===== src/keyfob_cfg.svh =====
`ifndef KEYFOB_CFG_SVH
`define KEYFOB_CFG_SVH

// -----------------------------------------------------------------
// Clock and timing.
// -----------------------------------------------------------------
`define CLK_MHZ     125
`define SETTLE_US   2000
`define SETTLE_CYC  (`SETTLE_US * `CLK_MHZ)
`define CHIP_US     250
`define CHIP_CYC    (`CHIP_US * `CLK_MHZ)
`define TMR_W       18

// -----------------------------------------------------------------
// Key scan.
// -----------------------------------------------------------------
`define SCAN_DWELL  4'h6
`define DWELL_W     4
// Cycles the column filter needs, all rows driven, before wake is armed.
`define ARM_WAIT    5

// -----------------------------------------------------------------
// Frame and supply check.
// -----------------------------------------------------------------
`define SYNC_W      8
`define SYNC_WORD   8'h96
`define ADC_W       8
// Converter code of the lowest supply the transmitter accepts.
`define SUPPLY_MIN  8'h6b

`endif


===== src/keyfob_pkg.sv =====
package keyfob_pkg;

    typedef enum logic [2:0] {
        ST_PDOWN  = 3'h0,
        ST_SLEEP  = 3'h1,
        ST_SCAN   = 3'h2,
        ST_CHECK  = 3'h3,
        ST_SETTLE = 3'h4,
        ST_SEND   = 3'h5
    } seq_state_e;

    typedef struct packed {
        logic power;
        logic ask;
        logic fsk;
    } tx_lines_s;

    typedef struct packed {
        logic fsk_mode;
        logic manchester;
    } tx_mode_s;

endpackage


===== src/key_scan.sv =====
`timescale 1ns/100ps
`include "keyfob_cfg.svh"

module key_scan #(
    parameter int NROW = 2,
    parameter int NCOL = 2
) (
    input  wire logic                 clock,     // System clock.
    input  wire logic                 nrst,      // Async reset, low.
    input  wire logic                 run,       // Sweep the matrix.
    input  wire logic                 arm,       // Snapshot for wake.
    input  wire logic [NCOL-1:0]      col_sense, // Column pins.
    output logic      [NROW-1:0]      row_drive, // Row pins, high = on.
    output logic      [NROW*NCOL-1:0] code,      // Pressed-key map.
    output logic                      done,      // Sweep finished.
    output logic                      wake       // Columns changed.
);

    if (NROW < 1 || NCOL < 1 || NROW > 8) begin : g_size_check
        $error("key_scan: unsupported matrix size");
    end

    localparam int RW = (NROW > 1) ? $clog2(NROW) : 1;

    logic [NCOL-1:0]      s1_q, s2_q, s3_q, col_q, col_d, snap_q, snap_d;
    logic [RW-1:0]        row_q, row_d;
    logic [`DWELL_W-1:0]  dw_q, dw_d;
    logic [NROW*NCOL-1:0] map_q, map_d, code_q, code_d;
    logic                 done_q, done_d;

    // -------------------------------------------------------------
    // Sweep: each row is driven for a dwell, then its columns land
    // in the map, so every key combination yields its own code.
    // -------------------------------------------------------------
    always_comb begin
        col_d  = (s2_q == s3_q) ? s3_q : col_q;
        snap_d = arm ? col_q : snap_q;
        row_d  = row_q;
        dw_d   = dw_q;
        map_d  = map_q;
        code_d = code_q;
        done_d = 1'b0;
        if (!run) begin
            row_d = '0;
            dw_d  = '0;
            map_d = '0;
        end else if (dw_q != `SCAN_DWELL) begin
            dw_d = dw_q + 1'b1;
        end else begin
            dw_d = '0;
            map_d[int'(row_q)*NCOL +: NCOL] = col_q;
            if (int'(row_q) == NROW - 1) begin
                row_d  = '0;
                code_d = map_d;
                map_d  = '0;
                done_d = 1'b1;
            end else begin
                row_d = row_q + 1'b1;
            end
        end
    end

    always_ff @(posedge clock or negedge nrst) begin
        if (!nrst) begin
            s1_q   <= '0;
            s2_q   <= '0;
            s3_q   <= '0;
            col_q  <= '0;
            snap_q <= '0;
            row_q  <= '0;
            dw_q   <= '0;
            map_q  <= '0;
            code_q <= '0;
            done_q <= 1'b0;
        end else begin
            s1_q   <= col_sense;
            s2_q   <= s1_q;
            s3_q   <= s2_q;
            col_q  <= col_d;
            snap_q <= snap_d;
            row_q  <= row_d;
            dw_q   <= dw_d;
            map_q  <= map_d;
            code_q <= code_d;
            done_q <= done_d;
        end
    end

    // While idle all rows stay on so any key shows on a column.
    always_comb begin
        row_drive = '1;
        if (run) begin
            row_drive = '0;
            row_drive[row_q] = 1'b1;
        end
    end

    assign code = code_q;
    assign done = done_q;
    assign wake = (col_q != snap_q);

endmodule


===== src/keyfob_tx_sequencer.sv =====
`timescale 1ns/100ps
`include "keyfob_cfg.svh"

module keyfob_tx_sequencer #(
    parameter int NROW       = 2,
    parameter int NCOL       = 2,
    parameter int SETTLE_CYC = `SETTLE_CYC,
    parameter int CHIP_CYC   = `CHIP_CYC
) (
    input  wire logic                 clock,              // 125 MHz.
    input  wire logic                 nrst,               // Async, low.
    input  wire logic [NCOL-1:0]      col_sense,          // Key columns.
    output logic      [NROW-1:0]      row_drive,          // Key rows.
    input  wire keyfob_pkg::tx_mode_s mode,               // Coding, keying.
    output logic                      adc_start,          // Convert pulse.
    input  wire logic                 adc_done,           // Result valid.
    input  wire logic [`ADC_W-1:0]    adc_value,          // Supply code.
    output logic                      tx_power_line,      // Tx enable.
    output logic                      amplitude_key_line, // PA keying.
    output logic                      frequency_key_line, // FSK keying.
    output logic                      sleeping,           // Low power.
    output logic                      low_supply          // Supply error.
);

    localparam int KW = NROW * NCOL;
    localparam int FW = `SYNC_W + KW;
    localparam int BW = $clog2(FW);

    if (SETTLE_CYC < 1 || SETTLE_CYC > 2 ** `TMR_W ||
        CHIP_CYC < 1 || CHIP_CYC > 2 ** `TMR_W) begin : g_count_check
        $error("keyfob_tx_sequencer: counts do not fit the timer");
    end

    // -------------------------------------------------------------
    // Key scanner.
    // -------------------------------------------------------------
    keyfob_pkg::seq_state_e state_q, state_d;
    logic                   scan_done, wake, arm;
    logic [KW-1:0]          key_code;

    key_scan #(
        .NROW (NROW),
        .NCOL (NCOL)
    ) u_scan (
        .clock     (clock),
        .nrst      (nrst),
        .run       (state_q == keyfob_pkg::ST_SCAN),
        .arm       (arm),
        .col_sense (col_sense),
        .row_drive (row_drive),
        .code      (key_code),
        .done      (scan_done),
        .wake      (wake)
    );

    // -------------------------------------------------------------
    // Sequencer.
    // -------------------------------------------------------------
    keyfob_pkg::tx_lines_s  lines_q, lines_d;
    keyfob_pkg::tx_mode_s   mode_q, mode_d;
    logic [`TMR_W-1:0]      tmr_q, tmr_d;
    logic [FW-1:0]          frame_q, frame_d;
    logic [BW-1:0]          bit_q, bit_d;
    logic                   half_q, half_d;
    logic                   low_q, low_d;
    logic                   start_q, start_d;
    logic                   supply_ok, chip;

    assign supply_ok = (adc_value >= `SUPPLY_MIN);

    function automatic logic chip_of(input logic b, input logic h,
                                     input logic man);
        chip_of = man ? (h ? ~b : b) : b;
    endfunction

    always_comb begin
        state_d = state_q;
        mode_d  = mode_q;
        tmr_d   = tmr_q;
        frame_d = frame_q;
        bit_d   = bit_q;
        half_d  = half_q;
        low_d   = low_q;
        start_d = 1'b0;
        arm     = 1'b0;
        case (state_q)
            keyfob_pkg::ST_PDOWN: begin
                // A snapshot taken before the filtered columns show all
                // rows would see a stale row and wake at once.
                if (tmr_q != '0) begin
                    tmr_d = tmr_q - 1'b1;
                end else if (lines_q == '0) begin
                    arm     = 1'b1;
                    state_d = keyfob_pkg::ST_SLEEP;
                end
            end
            keyfob_pkg::ST_SLEEP: begin
                if (wake)
                    state_d = keyfob_pkg::ST_SCAN;
            end
            keyfob_pkg::ST_SCAN: begin
                if (scan_done) begin
                    if (key_code != '0) begin
                        state_d = keyfob_pkg::ST_CHECK;
                        start_d = 1'b1;
                    end else begin
                        state_d = keyfob_pkg::ST_PDOWN;
                        tmr_d   = `TMR_W'(`ARM_WAIT);
                    end
                end
            end
            keyfob_pkg::ST_CHECK: begin
                if (adc_done) begin
                    low_d = ~supply_ok;
                    if (supply_ok) begin
                        state_d = keyfob_pkg::ST_SETTLE;
                        tmr_d   = `TMR_W'(SETTLE_CYC - 1);
                        frame_d = {`SYNC_WORD, key_code};
                        mode_d  = mode;
                    end else begin
                        state_d = keyfob_pkg::ST_PDOWN;
                        tmr_d   = `TMR_W'(`ARM_WAIT);
                    end
                end
            end
            keyfob_pkg::ST_SETTLE: begin
                if (tmr_q != '0) begin
                    tmr_d = tmr_q - 1'b1;
                end else begin
                    state_d = keyfob_pkg::ST_SEND;
                    tmr_d   = `TMR_W'(CHIP_CYC - 1);
                    bit_d   = '0;
                    half_d  = 1'b0;
                end
            end
            keyfob_pkg::ST_SEND: begin
                if (tmr_q != '0) begin
                    tmr_d = tmr_q - 1'b1;
                end else begin
                    tmr_d = `TMR_W'(CHIP_CYC - 1);
                    if (mode_q.manchester && !half_q) begin
                        half_d = 1'b1;
                    end else begin
                        half_d  = 1'b0;
                        frame_d = frame_q << 1;
                        bit_d   = bit_q + 1'b1;
                        if (int'(bit_q) == FW - 1)
                            state_d = keyfob_pkg::ST_SCAN;
                    end
                end
            end
            default: state_d = keyfob_pkg::ST_PDOWN;
        endcase

        // Keying follows the next state so line and state agree.
        chip    = chip_of(frame_d[FW-1], half_d, mode_q.manchester);
        lines_d = '0;
        if (state_d == keyfob_pkg::ST_SETTLE) begin
            lines_d.power = 1'b1;
            lines_d.fsk   = 1'b1;
        end else if (state_d == keyfob_pkg::ST_SEND) begin
            lines_d.power = 1'b1;
            lines_d.ask   = mode_q.fsk_mode ? 1'b1 : chip;
            lines_d.fsk   = mode_q.fsk_mode ? chip : 1'b1;
        end
    end

    always_ff @(posedge clock or negedge nrst) begin
        if (!nrst) begin
            state_q <= keyfob_pkg::ST_PDOWN;
            lines_q <= '0;
            mode_q  <= '0;
            tmr_q   <= '0;
            frame_q <= '0;
            bit_q   <= '0;
            half_q  <= 1'b0;
            low_q   <= 1'b0;
            start_q <= 1'b0;
        end else begin
            state_q <= state_d;
            lines_q <= lines_d;
            mode_q  <= mode_d;
            tmr_q   <= tmr_d;
            frame_q <= frame_d;
            bit_q   <= bit_d;
            half_q  <= half_d;
            low_q   <= low_d;
            start_q <= start_d;
        end
    end

    assign adc_start          = start_q;
    assign tx_power_line      = lines_q.power;
    assign amplitude_key_line = lines_q.ask;
    assign frequency_key_line = lines_q.fsk;
    assign sleeping           = (state_q == keyfob_pkg::ST_SLEEP);
    assign low_supply         = low_q;
endmodule


===== config.mk =====
export PLATFORM = sky130hd
export DESIGN_NAME = keyfob_tx_sequencer
export DESIGN_NICKNAME = d
export VERILOG_FILES = /design/src/keyfob_pkg.sv /design/src/key_scan.sv /design/src/keyfob_tx_sequencer.sv
export VERILOG_INCLUDE_DIRS = /design/src /design/src/src
export SDC_FILE = /design/constraint.sdc
export NUM_CORES = 1
export LEC_CHECK = 0
export BUFFER_PORTS_ARGS = -buffer_cell sky130_fd_sc_hd__buf_2
export CORE_MARGIN = 4
export CORE_UTILIZATION = 47
export CTS_CLUSTER_DIAMETER = 200
export DETAILED_ROUTE_END_ITERATION = 8
export SETUP_SLACK_MARGIN = 0.15
export SYNTH_ARGS = -nofsm -noshare
export SYNTH_HDL_FRONTEND = slang
export SYNTH_SLANG_ARGS = --single-unit

===== constraint.sdc =====
create_clock -name clock -period 7.2 [get_ports clock]
set_input_delay 0.72 -clock clock [delete_from_list [all_inputs] [get_ports clock]]
set_output_delay 0.72 -clock clock [all_outputs]
set_load 0.02 [all_outputs]

=== Yosys cells after proc, flatten, opt, wreduce, memory -nomap -nowiden ===
Index checks and enable logic that the tools add are counted.

* Add/subtract/negate cells: 5
* Order comparisons: 3
* Eq/ne operators: 20
* Shift operators: 2
* Multiplexer cells: 61
* Bitwise operators: 3
* Reductions and logical operators: 17

{| class="wikitable"
|+ Operator list
! cell !! number
|-
| 18-bit 2-to-1 mux || 6
|-
| 18-bit case mux with 4 select lines || 1
|-
| 12-bit 2-to-1 mux || 4
|-
| 3-bit 2-to-1 mux || 11
|-
| 2-bit negator with 33-bit output || 1
|-
| 2-bit by 33-bit variable shift with 4-bit output (first input constant) || 1
|-
| 2-bit by 33-bit variable part select with 4-bit output || 1
|-
| 4-bit 2-to-1 mux || 8
|-
| 12-bit case mux with 2 select lines || 1
|-
| 1-bit 2-to-1 mux || 23
|-
| 2-bit != test (second input constant) || 9
|-
| 3-bit case mux with 6 select lines || 1
|-
| 18-bit nonzero test || 1
|-
| 18-bit by 1-bit subtractor with 18-bit output (second input constant) || 1
|-
| 3-bit equality test (second input constant) || 4
|-
| 5-bit AND reduction || 2
|-
| 4-bit by 1-bit adder with 4-bit output (second input constant) || 2
|-
| 8-bit by 7-bit greater-or-equal comparator with 1-bit output (second input constant) || 1
|-
| 4-bit case mux with 2 select lines || 1
|-
| 4-bit nonzero test || 2
|-
| 3-bit by 2-bit equality test with 1-bit output (second input constant) || 2
|-
| 3-bit zero test || 2
|-
| 3-bit AND reduction || 2
|-
| 4-bit bitwise mux || 1
|-
| other kinds (18) || 23
|}

* Flip-flop bits (word level): 69
* Bits of input ports: 15
* Output and inout bits: 8
* Word-level logic and storage cells: 134

=== Longest topological paths before layout ===
* Depth in word-level cells: 11
* Mapped depth: 9
* Depth with buffers taken out: 8

=== Hierarchy ===
A second synthesis with hierarchy kept.

* Cells, all modules: 338
* Area, all modules: 3369.5 sq um

{| class="wikitable"
|+ Modules (own cells, without submodules)
! module !! instances !! cells each !! area each (sq um) !! seq. area each (sq um)
|-
| keyfob_tx_sequencer || 1 || 272 || 2498.6 || 1126.1
|-
| key_scan || 1 || 66 || 870.8 || 550.5
|}

=== Least setup slack after synthesis ===
OpenSTA, ideal clock, no wires.

* Path type: reg-to-reg
* Start: register tmr_q[0]
* End: register lines_q, in the netlist frequency_key_line
* Library setup time: 0.099 ns
* Arrival: 2.732 ns
* Data required time: 7.101 ns
* Path slack: 4.369 ns
* Stages on the path, launching flop included: 10
* Path buffers: 1
* Clock period less this slack: 2.831 ns
* Path through: dfrtp_1 inv_1 ha_1 or4b_4 or3_1 buf_2 o41a_1 a211o_1 xor2_1 a311oi_1

{| class="wikitable"
|+ RTL lines
! item !! line !! source
|-
| start: declaration || keyfob_tx_sequencer.sv:61 || <nowiki>logic [`TMR_W-1:0] tmr_q, tmr_d;</nowiki>
|-
| start signal: assignment || keyfob_tx_sequencer.sv:183 || <nowiki>tmr_q <= tmr_d;</nowiki>
|-
| end signal: assignment || keyfob_tx_sequencer.sv:181 || <nowiki>lines_q <= lines_d;</nowiki>
|-
| end: declaration || keyfob_tx_sequencer.sv:59 || <nowiki>keyfob_pkg::tx_lines_s lines_q, lines_d;</nowiki>
|}

=== Worst setup path after layout ===
* Start: register tmr_q[0]
* End: register tmr_q[8]

* Cells in the longest elaborated chain, start to end: 3
* Elaborated cells between the ends (all ways): 7
* Classes of those cells: 1 x add/sub; 1 x eq/ne; 3 x mux; 2 x reduce/logical

{| class="wikitable"
|+ Ends and longest elaborated chain
! item !! line
|-
| 18-bit by 1-bit subtractor with 18-bit output or 18-bit nonzero test (tied branches) || n/a
|-
| 18-bit 2-to-1 mux, or another cell as far along || keyfob_tx_sequencer.sv:127, keyfob_tx_sequencer.sv:137
|-
| 18-bit case mux with 4 select lines or 5-bit AND reduction (tied branches) || n/a
|}

Parallel ways exist; a longest one is shown, timed or not. The select of a mux whose other input is x is not followed.
A chain may end at the register's enable or synchronous reset.

==> reports/results.txt <==
Die ar. - 0.008395 sq mm
TNS Setup - 0 ns
WL/cell - 15.36 microns
Number of global-route vias before repair - 2,558
Final WL - 7005 microns
Initial antenna violation count - 0
Share of post-route cells with drive strength above 1 - 15.56%
Mapped Nets - 352
Tightest Pin Transition - 0.8268 ns
Die Wd - 91.63 microns
Iter 0 DRT Violations - 161
Pins Over Slew Limit - 0
Status - complete, no violations
CTS buffer count - 9
TritonRoute pass-1 iters - 4
Worst path buffer plus inverter count - 1
Root Buffer - clkbuf_8
Cell leakage power - 0.001727 uW
Die Height - 91.63 microns
Clock buffer depth - 2
Startpoint types - flip-flop
Worst path arrival time - 3.60 ns
CTS Hold Bufs - 0
Post-Synth Adder-Cell Area - 2.665%
DP Wirelength - 4785 microns
H-tree levels - 3
Critical Path Slowest Stage Cell - a21oi_2
FMAX - 298.1 MHz
Cell Chain, Critical Path - inv_1 > ha_1 > or4b_4 > nor4_1 > nand3_1 > a21oi_2 > nor2_1 > a32o_1
Global placement routability congestion - 0.8086
Grt total ovfl - 0
Routed via count - 2,600
Clock sink count - 67
Post-synthesis mux area share - 3.654%
Final setup violation count - 0
DR vias/cell - 5.702
Simple-gate share of the synthesized area - 18.50%
FFs w/ async S/R, synth - 100.0%
Max_cap viols - 0
Relative slew margins - 44.88%
Number of synthesized flops with an enable pin - 0
Layout Nets - 377
Power Density - 348.5 mW/mm^2
Yosys reg bits - 67
Hold crit path type - flip-flop to flip-flop
Resized Gates After CTS - 0
Clk_lat worst skew - 0.35 ns
Antenna cells - 0
Hold Fails Final Rpt - 0
Clock transition at path regs - 0.08 ns
Placed insts - 440
Kind of cell adding the most delay to the critical path - simple AND/OR/NAND/NOR gates
Worst setup path class - flip-flop to flip-flop
Worst path max stage delay - 0.68 ns
GRT Util Overall - 18.34%
FILL cells - 621
Post-synthesis compound-gate area fraction - 19.79%
Clock skew - 0.007926 ns
Pin count of the biggest net entering global routing - 68
Post-CTS Setup Bufs - 0
Routed Antenna Nets - 0
Worst VDD drop - 137.0 uV
Post-synth cell types - 49
Non-Filler Instances - 456
Drt drc - 0
CTS tree - done
Top Ports - 23
Synthesized area - 0.003287 sq mm
Tmin final - 3.354 ns
First-pass GRT wire length - 12,250 microns
RSZ-0062 raised after global routing - no
Yosys warns - 0
Commonest register cell after synthesis - dfrtp_1
Input/output buffers - 22
Fin crit share - 46.59%
Critical path fanouts, max - 18
Sequential fraction of the synthesis area - 51.01%
Synth-to-Final Area Change - 12.75%
Largest family of logic cells by synthesized area - compound AO/OA/AOI/OAI gates
Core footprint - 0.006794 sq mm
Row cnt - 30
Xor/xnor share of the synthesized area - 2.132%
Kind of end point of the critical path - flip-flop
WHS - 0.3523 ns
Critical Path RT - 7.45 ns
Avg Cell Area, Syn - 9.960 sq um
Synth Instances - 330
Starting Density - 48.38%
==> cells in the final DEF, fill, tap and decap left out, types with 5 or more instances in the layout <==
cell       n
nand2b_1   9
nor3_1    11
clkbuf_8   9
dfrtp_1   67
ha_1       7
o21ai_0   21
mux2_2     8
a21oi_1   23
buf_2     22
nor2b_1    5
nand2_1   24
nor4_1     6
nor2_1    34
or2_2      5
nand3_1    6
or3_1      7
inv_1      9
a22o_1    19
xnor2_1    6
==> synth_stat cells, drive strengths merged (3+ instances only) <==
cell	number	area, sq um
nor2	34	127.6
a31oi	4	25.02
nor4	7	43.79
a22oi	3	22.52
nand2b	9	56.30
mux2i	3	30.03
xnor2	6	52.55
dfrtp	67	1677
a21o	4	30.03
ha	7	87.58
and3	4	25.02
clkbuf	8	30.03
nor3	11	55.05
or2	5	31.28
or4	3	22.52
nand2	24	90.09
nand3	6	30.03
or3	7	43.79
mux2	8	90.09
o21ai	22	110.1
o21a	4	30.03
a22o	19	166.4
a21oi	24	123.9
nor2b	5	31.28
inv	9	33.78
==> worst reg2reg max path: cells and delay by family (launching register included) <==
kind / cells / cell delay [ns]
and+or+nand+nor: 4 / 1.59
AOI/OAI and AO/OA: 2 / 0.99
DFF: 1 / 0.42
adders and majority gates: 1 / 0.19
buffers and inverters: 1 / 0.07
==> registers in the layout (all words and copies together), names as in the netlist, 2 cells and up <==
signal         cells
tmr_q             18
frame_q           12
bit_q              4
u_scan.code        4
u_scan.dw_q        4
state_q            3
mode_q             2
u_scan.col_q       2
u_scan.map_q       2
u_scan.s1_q        2
u_scan.s2_q        2
u_scan.s3_q        2
u_scan.snap_q      2
==> routing by layer <==
metal / share of wire (%) / vias up / track usage, % / wire (microns)
li1: - / 1258 / - / -
met1: 47 / 1273 / 24.59 / 3323
met2: 47 / 60 / 28.12 / 3267
met3: 4.7 / 9 / 6.235 / 332
met4: 1.2 / 0 / 5.528 / 82
met5: 0 / - / 0 / 0
==> where the power goes <==
group | switching (uW) | total (uW) | internal (uW)
combinational | 287 | 454 | 168
clock | 161 | 327 | 166
sequential | 70.6 | 511 | 440
total | 518 | 1290 | 774
==> logic make-up after synthesis <==
group                      count (synthesis)
xor gates and xnor gates                   8
adders and majority gates                  7
AOI/OAI and AO/OA                         97
DFF                                       67
buffers and inverters                     19
and+or+nand+nor                          121
muxes                                     11
==> through the flow <==
step / cell area (sq um) / power [uW] / utilization [%] / worst slack (ns)
2_1_floorplan: 3287 / 854.5 / - / 4.369
3_3_place_gp: 3498 / 962.2 / 51.49 / 4.088
3_5_place_dp: 3498 / 966.3 / 51.49 / 3.916
4_1_cts: 3706 / 1297 / 54.55 / 3.905
5_1_grt: 3706 / 1389 / 54.55 / 3.619
6_report: 3706 / 1292 / 54.55 / 3.846
==> path summary, 6_finish.rpt <==
kind                                     start              to  slack (ns)  cells after the start
worst max-delay path                  tmr_q[0]        tmr_q[8]        3.85                      8
worst min-delay path            u_scan.s1_q[0]  u_scan.s2_q[0]        0.35                      0
worst max register to register        tmr_q[0]        tmr_q[8]        3.85                      8
worst min register to register  u_scan.s1_q[0]  u_scan.s2_q[0]        0.35                      0
max in group asynchronous                 nrst        bit_q[2]        6.11                      2
min in group asynchronous                 nrst        tmr_q[8]        0.54                      2
==> layout make-up <==
| class | count | area, sq um | area share, % |
|---|---|---|---|
| flip-flops and latches | 67 | 1677 | 45.24 |
| multi-input cells | 244 | 1543 | 41.63 |
| repair buffers | 24 | 125.1 | 3.376 |
| clock buffers | 9 | 123.9 | 3.342 |
| well taps | 96 | 120.1 | 3.241 |
| clock inverters | 7 | 83.83 | 2.262 |
| inverters | 9 | 33.78 | 0.9115 |
Note: power is estimated with default switching activity, not from simulation.
